===== config.mk =====
export PLATFORM = sky130hd
export DESIGN_NAME = clock_control
export DESIGN_NICKNAME = d
export VERILOG_FILES = /design/src/rtl/clkctl_pkg.sv /design/src/rtl/pin_sync.sv /design/src/rtl/pow2_divider.sv /design/src/rtl/clock_control.sv
export VERILOG_INCLUDE_DIRS = /design/src /design/src/rtl
export SDC_FILE = /design/constraint.sdc
export NUM_CORES = 1
export LEC_CHECK = 0
export BUFFER_PORTS_ARGS = -buffer_cell sky130_fd_sc_hd__buf_2
export CAP_MARGIN = 40
export CORE_UTILIZATION = 55
export CTS_CLUSTER_DIAMETER = 60
export DETAILED_ROUTE_END_ITERATION = 6
export PLACE_DENSITY = 0.84
export SLEW_MARGIN = 0
export SYNTH_ARGS = -nofsm -noshare
export SYNTH_HDL_FRONTEND = slang
export SYNTH_HIERARCHICAL = 1
export SYNTH_SLANG_ARGS = --single-unit

===== constraint.sdc =====
create_clock -name SYS_CLK -period 4.1 [get_ports SYS_CLK]
set_input_delay 0.41 -clock SYS_CLK [delete_from_list [all_inputs] [get_ports SYS_CLK]]
set_output_delay 0.41 -clock SYS_CLK [all_outputs]
set_load 0.03 [all_outputs]

===== src/rtl/clkctl_defs.svh =====
// Offsets, field positions, reset values and timing for the clock control block
`ifndef CLKCTL_DEFS_SVH
`define CLKCTL_DEFS_SVH

// Register byte offsets
`define CFG_OFFSET       4'h4
`define INT_OFFSET       4'h8
`define RESET_VALUE      32'h0000_0000

// Configuration register fields
`define SLOW_DIV_HI      10
`define SLOW_DIV_LO      8
`define FAST_DIV_HI      7
`define FAST_DIV_LO      4
`define STATUS_HI        3
`define STATUS_LO        2
`define SELECT_HI        1
`define SELECT_LO        0

// Interrupt register fields
`define CLEAR_HI         23
`define CLEAR_LO         16
`define ENABLE_HI        14
`define ENABLE_LO        8
`define STUCK_BIT        7
`define FLAG_HI          6
`define FLAG_LO          0

// Source codes
`define SRC_RC8          2'h0
`define SRC_CRYSTAL      2'h1
`define SRC_LOOP         2'h2
`define SRC_RESERVED     2'h3

// Stable input positions
`define STB_RC8          2
`define STB_CRYSTAL      3
`define STB_LOOP         4

// Switch settle time and clock rate
`define SETTLE_NS        200
`define CLK_PERIOD_NS    25
`define SETTLE_CYC       4'(((`SETTLE_NS) + (`CLK_PERIOD_NS) - 1) / (`CLK_PERIOD_NS))
`define SETTLE_LAST      4'(`SETTLE_CYC - 4'h1)

// Divider ratios as shift amounts
`define SLOW_LOG_BASE    4'h1
`define FAST_LOG_LOW     4'h1
`define FAST_LOG_HIGH    4'h6

`endif


===== src/rtl/clkctl_pkg.sv =====
// Types shared by the clock control block
package clkctl_pkg;

  typedef enum logic [1:0] {SW_IDLE, SW_WAIT, SW_SETTLE} sw_state_e;

  typedef struct packed {
    logic [7:0] s1;
    logic [7:0] s2;
    logic [7:0] s3;
    logic [7:0] o;
  } sync_s;

  typedef struct packed {
    logic [8:0] cnt;
  } div_s;

  typedef struct packed {
    logic [2:0]  slow_div;
    logic [3:0]  fast_div;
    logic [1:0]  sel;
    logic [1:0]  status;
    sw_state_e   sw;
    logic [3:0]  settle;
    logic [1:0]  target;
    logic [6:0]  en;
    logic        stuck;
    logic [6:0]  flags;
    logic [7:0]  seen;
    logic        ack;
    logic [31:0] rdata;
    logic        irq;
    logic        fast_en;
    logic        slow_en;
  } top_s;

endpackage


===== src/rtl/pin_sync.sv =====
// Three-stage synchroniser with agreement filter for asynchronous levels
`timescale 1ns/1ps
`default_nettype none
module pin_sync
  import clkctl_pkg::*;
(
  // Clock and reset
  input  wire logic       clk,
  input  wire logic       rst_n,
  // Levels
  input  wire logic [7:0] din,
  output logic      [7:0] dout
);

  sync_s      st_r;
  sync_s      st_nxt;
  logic [7:0] o_nxt;

  // Output follows the second stage once the third agrees
  genvar i;
  generate
    for (i = 0; i < 8; i++) begin : g_bit
      assign o_nxt[i] = (st_r.s2[i] == st_r.s3[i]) ? st_r.s2[i] : st_r.o[i];
    end
  endgenerate

  // Stage shift
  always_comb begin
    st_nxt    = st_r;
    st_nxt.s1 = din;
    st_nxt.s2 = st_r.s1;
    st_nxt.s3 = st_r.s2;
    st_nxt.o  = o_nxt;
  end

  // State register
  always_ff @(posedge clk) begin
    if (!rst_n) begin
      st_r <= '0;
    end else begin
      st_r <= st_nxt;
    end
  end

  assign dout = st_r.o;

endmodule
`default_nettype wire


===== src/rtl/pow2_divider.sv =====
// Power-of-two enable divider: one pulse per 2**ratio_log2 input enables
`timescale 1ns/1ps
`default_nettype none
module pow2_divider
  import clkctl_pkg::*;
(
  // Clock and reset
  input  wire logic       clk,
  input  wire logic       rst_n,
  // Input enable and ratio
  input  wire logic       ce,
  input  wire logic [3:0] ratio_log2,
  output logic            pulse
);

  div_s       st_r;
  div_s       st_nxt;
  logic [8:0] mask;

  // Mask of low counter bits that must all be set
  assign mask  = 9'((10'h001 << ratio_log2) - 10'h001);
  assign pulse = ce && ((st_r.cnt & mask) == mask);

  // Count input enables
  always_comb begin
    st_nxt = st_r;
    if (ce) begin
      st_nxt.cnt = st_r.cnt + 9'h001;
    end
  end

  // State register
  always_ff @(posedge clk) begin
    if (!rst_n) begin
      st_r <= '0;
    end else begin
      st_r <= st_nxt;
    end
  end

endmodule
`default_nettype wire


===== src/rtl/clock_control.sv =====
// Bus prescalers, system clock source switch and clock interrupt register
// What this block does
// - Slow bus divider: pass, or divide 2..16
// - Fast bus divider: pass, 2..16, 64..512
// - Status field shows source really clocking system
// - Select field requests rc8, crystal or loop
// - Status updates only after switch completes or on a forced return to rc8
// - Low-power exit forces rc8 oscillator
// - Crystal failure under crystal use forces rc8
// - Write-one clear bits 23..16, write-only
// - Bits 14..8 enable each stabilization interrupt
// - Stuck flag set by hardware, cleared by bit 23
// - Interrupt register at 0x08, resets zero
// - Stable flags set when enabled, cleared by writes
//
// The Avalon-MM register port was chosen for this implementation.
`include "clkctl_defs.svh"
`timescale 1ns/1ps
`default_nettype none
module clock_control
  import clkctl_pkg::*;
(
  // Clock and reset
  input  wire logic        SYS_CLK,
  input  wire logic        RST_N,
  // Avalon-MM slave
  input  wire logic [3:0]  AVS_ADDRESS,
  input  wire logic        AVS_READ,
  input  wire logic        AVS_WRITE,
  input  wire logic [31:0] AVS_WRITEDATA,
  input  wire logic [3:0]  AVS_BYTEENABLE,
  output logic      [31:0] AVS_READDATA,
  output logic             AVS_WAITREQUEST,
  // Oscillator status, asynchronous
  input  wire logic [6:0]  SOURCE_STABLE,
  input  wire logic        CRYSTAL_STUCK,
  // Power and loop context, same clock
  input  wire logic        LOW_POWER_EXIT,
  input  wire logic        LOOP_FROM_CRYSTAL,
  // Clock steering
  output logic      [1:0]  SYSCLK_SOURCE,
  output logic             FAST_BUS_EN,
  output logic             SLOW_BUS_EN,
  output logic             CLOCK_IRQ
);

  top_s        st_r;
  top_s        st_nxt;
  logic [7:0]  sync_lvl;
  logic [7:0]  rise;
  logic        fast_pulse;
  logic        slow_pulse;
  logic [3:0]  fast_log;
  logic [3:0]  slow_log;
  logic        req;
  logic        wr_go;
  logic        cfg_hit;
  logic        int_hit;
  logic [31:0] wmask;
  logic [31:0] wdata;
  logic [7:0]  clr;
  logic        crystal_used;
  logic        force_rc8;
  logic        target_stable;

  // Asynchronous oscillator levels
  pin_sync u_sync (
    .clk   (SYS_CLK),
    .rst_n (RST_N),
    .din   ({CRYSTAL_STUCK, SOURCE_STABLE}),
    .dout  (sync_lvl)
  );

  // Divider ratios from the prescaler fields
  always_comb begin
    if (!st_r.fast_div[3]) begin
      fast_log = 4'h0;
    end else if (st_r.fast_div[2]) begin
      fast_log = `FAST_LOG_HIGH + {2'h0, st_r.fast_div[1:0]};
    end else begin
      fast_log = `FAST_LOG_LOW + {2'h0, st_r.fast_div[1:0]};
    end
    if (!st_r.slow_div[2]) begin
      slow_log = 4'h0;
    end else begin
      slow_log = `SLOW_LOG_BASE + {2'h0, st_r.slow_div[1:0]};
    end
  end

  // Fast bus from system clock, slow bus from fast bus
  pow2_divider u_fast (
    .clk        (SYS_CLK),
    .rst_n      (RST_N),
    .ce         (1'b1),
    .ratio_log2 (fast_log),
    .pulse      (fast_pulse)
  );

  pow2_divider u_slow (
    .clk        (SYS_CLK),
    .rst_n      (RST_N),
    .ce         (fast_pulse),
    .ratio_log2 (slow_log),
    .pulse      (slow_pulse)
  );

  // Bus decode: one wait state per access
  assign req     = AVS_READ || AVS_WRITE;
  assign wr_go   = AVS_WRITE && st_r.ack;
  assign cfg_hit = AVS_ADDRESS == `CFG_OFFSET;
  assign int_hit = AVS_ADDRESS == `INT_OFFSET;
  assign wmask   = {{8{AVS_BYTEENABLE[3]}}, {8{AVS_BYTEENABLE[2]}},
                    {8{AVS_BYTEENABLE[1]}}, {8{AVS_BYTEENABLE[0]}}};
  assign wdata   = AVS_WRITEDATA & wmask;
  assign clr     = (wr_go && int_hit) ? wdata[`CLEAR_HI:`CLEAR_LO] : 8'h00;

  // Rising edges of synchronised levels
  assign rise = sync_lvl & ~st_r.seen;

  // Crystal feeds the system clock directly or through the loop, or is the target of a switch under way
  assign crystal_used = (st_r.status == `SRC_CRYSTAL) ||
                        (st_r.status == `SRC_LOOP && LOOP_FROM_CRYSTAL) ||
                        (st_r.sw != SW_IDLE && st_r.target == `SRC_CRYSTAL);
  assign force_rc8    = LOW_POWER_EXIT || (sync_lvl[7] && crystal_used);

  // Requested source has settled its oscillator
  always_comb begin
    case (st_r.target)
      `SRC_RC8:     target_stable = sync_lvl[`STB_RC8];
      `SRC_CRYSTAL: target_stable = sync_lvl[`STB_CRYSTAL];
      `SRC_LOOP:    target_stable = sync_lvl[`STB_LOOP];
      default:      target_stable = 1'b0;
    endcase
  end

  // Next state of the whole block
  always_comb begin
    st_nxt         = st_r;
    st_nxt.seen    = sync_lvl;
    st_nxt.ack     = req && !st_r.ack;
    st_nxt.fast_en = fast_pulse;
    st_nxt.slow_en = slow_pulse;

    // Configuration writes
    if (wr_go && cfg_hit) begin
      if (AVS_BYTEENABLE[1]) begin
        st_nxt.slow_div = wdata[`SLOW_DIV_HI:`SLOW_DIV_LO];
      end
      if (AVS_BYTEENABLE[0]) begin
        st_nxt.fast_div = wdata[`FAST_DIV_HI:`FAST_DIV_LO];
        if (wdata[`SELECT_HI:`SELECT_LO] != `SRC_RESERVED) begin
          st_nxt.sel    = wdata[`SELECT_HI:`SELECT_LO];
          st_nxt.target = wdata[`SELECT_HI:`SELECT_LO];
          st_nxt.sw     = SW_WAIT;
        end
      end
    end

    // Switch sequence: wait for oscillator, settle, then report
    case (st_r.sw)
      SW_IDLE: begin
      end
      SW_WAIT: begin
        if (target_stable && st_nxt.sw == SW_WAIT) begin
          st_nxt.sw     = SW_SETTLE;
          st_nxt.settle = `SETTLE_LAST;
        end
      end
      SW_SETTLE: begin
        if (st_nxt.sw == SW_SETTLE) begin
          if (!target_stable) begin
            st_nxt.sw = SW_WAIT;
          end else if (st_r.settle == 4'h0) begin
            st_nxt.status = st_r.target;
            st_nxt.sw     = SW_IDLE;
          end else begin
            st_nxt.settle = st_r.settle - 4'h1;
          end
        end
      end
      default: begin
        st_nxt.sw = SW_IDLE;
      end
    endcase

    // Forced return to the rc8 oscillator wins over any switch
    if (force_rc8) begin
      st_nxt.sel    = `SRC_RC8;
      st_nxt.status = `SRC_RC8;
      st_nxt.target = `SRC_RC8;
      st_nxt.sw     = SW_IDLE;
    end

    // Interrupt enables
    if (wr_go && int_hit && AVS_BYTEENABLE[1]) begin
      st_nxt.en = wdata[`ENABLE_HI:`ENABLE_LO];
    end

    // Flags: set wins over clear
    st_nxt.stuck = (st_r.stuck && !clr[7]) || rise[7];
    st_nxt.flags = (st_r.flags & ~clr[6:0]) | (rise[6:0] & st_r.en);
    st_nxt.irq   = st_nxt.stuck || (|st_nxt.flags);

    // Read data captured in the wait cycle
    if (AVS_READ && !st_r.ack) begin
      if (cfg_hit) begin
        st_nxt.rdata = {21'h0, st_r.slow_div, st_r.fast_div, st_r.status, st_r.sel};
      end else if (int_hit) begin
        st_nxt.rdata = {16'h0, 1'b0, st_r.en, st_r.stuck, st_r.flags};
      end else begin
        st_nxt.rdata = 32'h0;
      end
    end
  end

  // State register, all zero at reset
  always_ff @(posedge SYS_CLK) begin
    if (!RST_N) begin
      st_r <= '0;
    end else begin
      st_r <= st_nxt;
    end
  end

  // Outputs
  assign AVS_READDATA    = st_r.rdata;
  assign AVS_WAITREQUEST = req && !st_r.ack;
  assign SYSCLK_SOURCE   = st_r.status;
  assign FAST_BUS_EN     = st_r.fast_en;
  assign SLOW_BUS_EN     = st_r.slow_en;
  assign CLOCK_IRQ       = st_r.irq;
endmodule
`default_nettype wire


==> run_results.csv <==
group,metric,value,unit
clocking,insertion_delay,0.37,ns
final_layout,antenna_cells,0,
timing,worst_pin_slew,0.857,ns
timing,fin_hold_ws,0.239,ns
power,swShare,26.2,%
timing,fmax,0.282,GHz
critical_path,r2r_start,"st_r[71]",
critical_path,ff2ff_path_depth,15,
timing,fin_crit_sh,86.4,%
drt,drc,0,
clocking,clockRootBuffer,"clkbuf_8",
run,maxCapViolCount,0,
final_layout,syn_to_final_growth,7.29,%
power,p_comb_share,8.4,%
clocking,cts_tree,"done",
final_layout,finalInstanceArea,5560,um^2
grt,grt_pass1_vias,3738,
yosys,yosys.area.top_type,"dfxtp_1",
die,start_util,56.4,%
placed_design,io_buffers,62,
yosys,synthTopCellsByArea,"dfxtp_1 42%, and2_1 6.8%, buf_4 6.1%",
clocking,clkTransAtPathRegs,0.12,ns
critical_path,slowest_delay,0.41,ns
drt,ant_nets,0,
critical_path,path_class,"reg -> reg",
placed_design,hpwl,7.73,mm
die,die_h,99.1,um
run_status,status,"finished, final reports clean",
critical_path,cp.required,4.37,ns
die,io_pins,92,
drt,vias_per_cell,5.70,
yosys,synth_warnings,6,
worst_hold_path,min_path_cells,2,
placed_design,gp_congestion,0.818,
power,p_per_area,350,nW/um^2
yosys,yosysUniqueCellTypes,55,
yosys,synth.top_cells.by_count,"109 x dfxtp_1, 56 x and2_1, 42 x buf_4, 39 x nor2_1, 38 x nand2_1",
clocking,cts_setup_buffers,0,
yosys,netlist_area,5180,um^2
timing,fin_tns_setup,0,ns
die,dieArea,9810,um^2
power,vdd_drop_max,0.211,mV
yosys,synth-edff-count,0,
yosys,yosysMostFrequentCell,"dfxtp_1",
worst_hold_path,hp-start,"CRYSTAL_STUCK",
critical_path,cp_max_fo,11,
die,core_area,9200,um^2
yosys,ys_seq_elements,109,
timing,hold_viol,0,
timing,slew_viol_final,0,
placed_design,dpl-instance-area,5350,um^2
grt,grt_util_all_layers,22.7,%
critical_path,worstReg2RegEnd,"u_slow/st_r[7]",
yosys,synth_flop_cell,"dfxtp_1",
worst_hold_path,min_to,"u_sync/st_nxt[23]",
yosys,syn_inst,588,
timing,slew_headroom,42.7,%
drt,vias,4210,
yosys,synth_async_sr_flop_share,0,%
worst_hold_path,hp-class,"in -> reg",
grt,grt_start_max_net_pins,76,
clocking,clock-sinks,109,
die,die_x,99.1,um
drt,routed_wl,10.8,mm
final_layout,drive_above_1_share,13.9,%
grt,grt_pass1_wl,18.0,mm
critical_path,crit_slowest_cell,"a21boi_1",
timing,rsz0062_at_grt,"false",
power,p_leak,2.20,nW
timing,period_needed,3.54,ns
yosys,synth_top_area_share,42.1,%
grt,antenna_found_initial,0,
yosys,avgSynthCellArea,8.81,um^2
drt,drt_first_pass_iters,5,
drt,first_iter_violations,276,
critical_path,crit_path_start_kind,"register",
yosys,seq_area_frac_synth,42.1,%
grt,grt-ovfl-total,0,
drt,wl_per_cell,14.6,um
critical_path,arrival,3.81,ns
critical_path,crit_chain,"ha_1, nand2b_1, a21boi_1, nor2_1, nand2_1, ha_1, inv_1, a311oi_1, o2111ai_1, nor3_1, buf_4, nand4_1, nor3_1, xnor2_1, and2_1",
timing,finalSetupViolCount,0,
power,switchingPower,0.509,mW
clocking,clockBufferDepth,2,
clocking,cts_made_buffers,9,
critical_path,cp-end-kind,"register",
power,p_int,1.43,mW
clocking,cts_hold_repair.buffers,0,
final_layout,nets,688,
power,p_seq_share,56.5,%
power,power_frac_clock,35.2,%
clocking,htreeDepth,3,
timing,skew,0.0169,ns
die,rows,35,
critical_path,ff2ff_setup_slack,0.56,ns
[area by class of cell]
| cell class | instances | area, um^2 |
|---|---|---|
| clock buffer | 9 | 124 |
| clock inverter | 7 | 90.1 |
| fill | 773 | 3640 |
| inverter | 20 | 75.1 |
| multi-input combinational | 415 | 2590 |
| sequential | 109 | 2180 |
| tap | 111 | 139 |
| timing repair buffer | 68 | 355 |
[cell usage in the layout, fill, tap and decap left out, types with 3 or more instances in the layout]
cell type / n
ha_1: 11
a21boi_1: 6
xnor2_1: 11
mux2i_1: 17
dfxtp_1: 109
nor3_1: 22
a32o_1: 3
nor3b_1: 3
or3_1: 7
buf_4: 6
nand2b_1: 4
nor4_1: 3
o2bb2ai_1: 5
and3_1: 4
nand3_1: 29
o211ai_1: 9
nor2b_1: 15
a21oi_1: 15
nand2_1: 38
clkbuf_8: 9
a211o_1: 8
inv_1: 20
conb_1: 26
o31a_1: 3
a221oi_1: 11
o2111ai_1: 6
buf_2: 62
nor2_1: 39
a31oi_1: 4
and2_1: 56
nand4_1: 7
o21ai_0: 21
or4_1: 4
[power groups by stage]
stage / logic (mW) / clock network [mW] / registers, mW
5_1_grt: 0.181 / 0.739 / 1.10
2_1_floorplan: 0.134 / 0 / 1.12
3_3_place_gp: 0.157 / 0 / 1.12
6_report: 0.163 / 0.684 / 1.10
3_5_place_dp: 0.161 / 0 / 1.12
4_1_cts: 0.162 / 0.699 / 1.10
[through the flow]
stage               setup slack (ns)  utilization, %  total power, mW  cells
detailed placement             0.435            58.1             1.28    723
floorplan                      0.887               -             1.25    612
CTS                            0.380            60.5             1.96    739
global route                   0.146            60.5             2.02    739
global placement               0.589            58.1             1.28    722
finish                         0.558            60.5             1.94    739
[sequential cells by signal (all words and copies together), names as in the netlist]
signal and cells:
u_sync/st_r 8, FAST_BUS_EN 1, st_r 39, u_fast/st_r 9, SYSCLK_SOURCE 2, AVS_READDATA 15
CLOCK_IRQ 1, u_sync/dout 8, u_sync/st_nxt 16, SLOW_BUS_EN 1, u_slow/st_r 9
[how the worst max path moves through the flow]
| stage | from | to | slack, ns | depth (start not counted) |
|---|---|---|---|---|
| 6_report | st_r[71] | u_slow/st_r[7] | 0.56 | 15 |
| 3_5_place_dp | st_r[71] | u_slow/st_r[7] | 0.43 | 15 |
| 2_1_floorplan | st_r[71] | u_slow/st_r[7] | 0.89 | 16 |
| 5_1_grt | st_r[71] | u_slow/st_r[7] | 0.15 | 15 |
| 4_1_cts | st_r[71] | u_slow/st_r[7] | 0.38 | 15 |
| 3_3_place_gp | st_r[71] | u_slow/st_r[8] | 0.59 | 15 |
[logic make-up after synthesis]
family          after synthesis  share of synthesized area (%)
other cells                   2                          0.145
fa+ha+maj                    11                           2.66
buf+inv                      88                           9.68
flops                       109                           42.1
compound gates              111                           15.5
mux                          17                           3.28
xor+xnor                     13                           2.20
simple gates                237                           24.4
[timing repair]
action	CTS	global route
endpoints found under the setup margin	0	4
resized for setup	0	2
endpoints found under the hold margin	0	0
[worst max-delay path: cells and delay by family, from the launching register on]
family / cells / cell delay (ns)
adder cells (fa/ha/maj): 2 / 0.63
XOR/XNOR: 1 / 0.08
AND/OR/NAND/NOR: 7 / 1.20
buffers and inverters: 2 / 0.32
flip-flops: 1 / 0.37
AO/OA/AOI/OAI: 3 / 0.82
[layer usage]
| metal | wire (um) | GRT usage [%] | share of wire (%) | vias to the layer above |
|---|---|---|---|---|
| li1 | - | - | - | 2085 |
| met4 | 208 | 8.60 | 1.9 | 0 |
| met5 | 0 | 0 | 0 | - |
| met1 | 4730 | 30.4 | 44 | 1950 |
| met3 | 736 | 3.83 | 6.8 | 20 |
| met2 | 5080 | 36.6 | 47 | 155 |
Power figures use the tool's default switching activity.
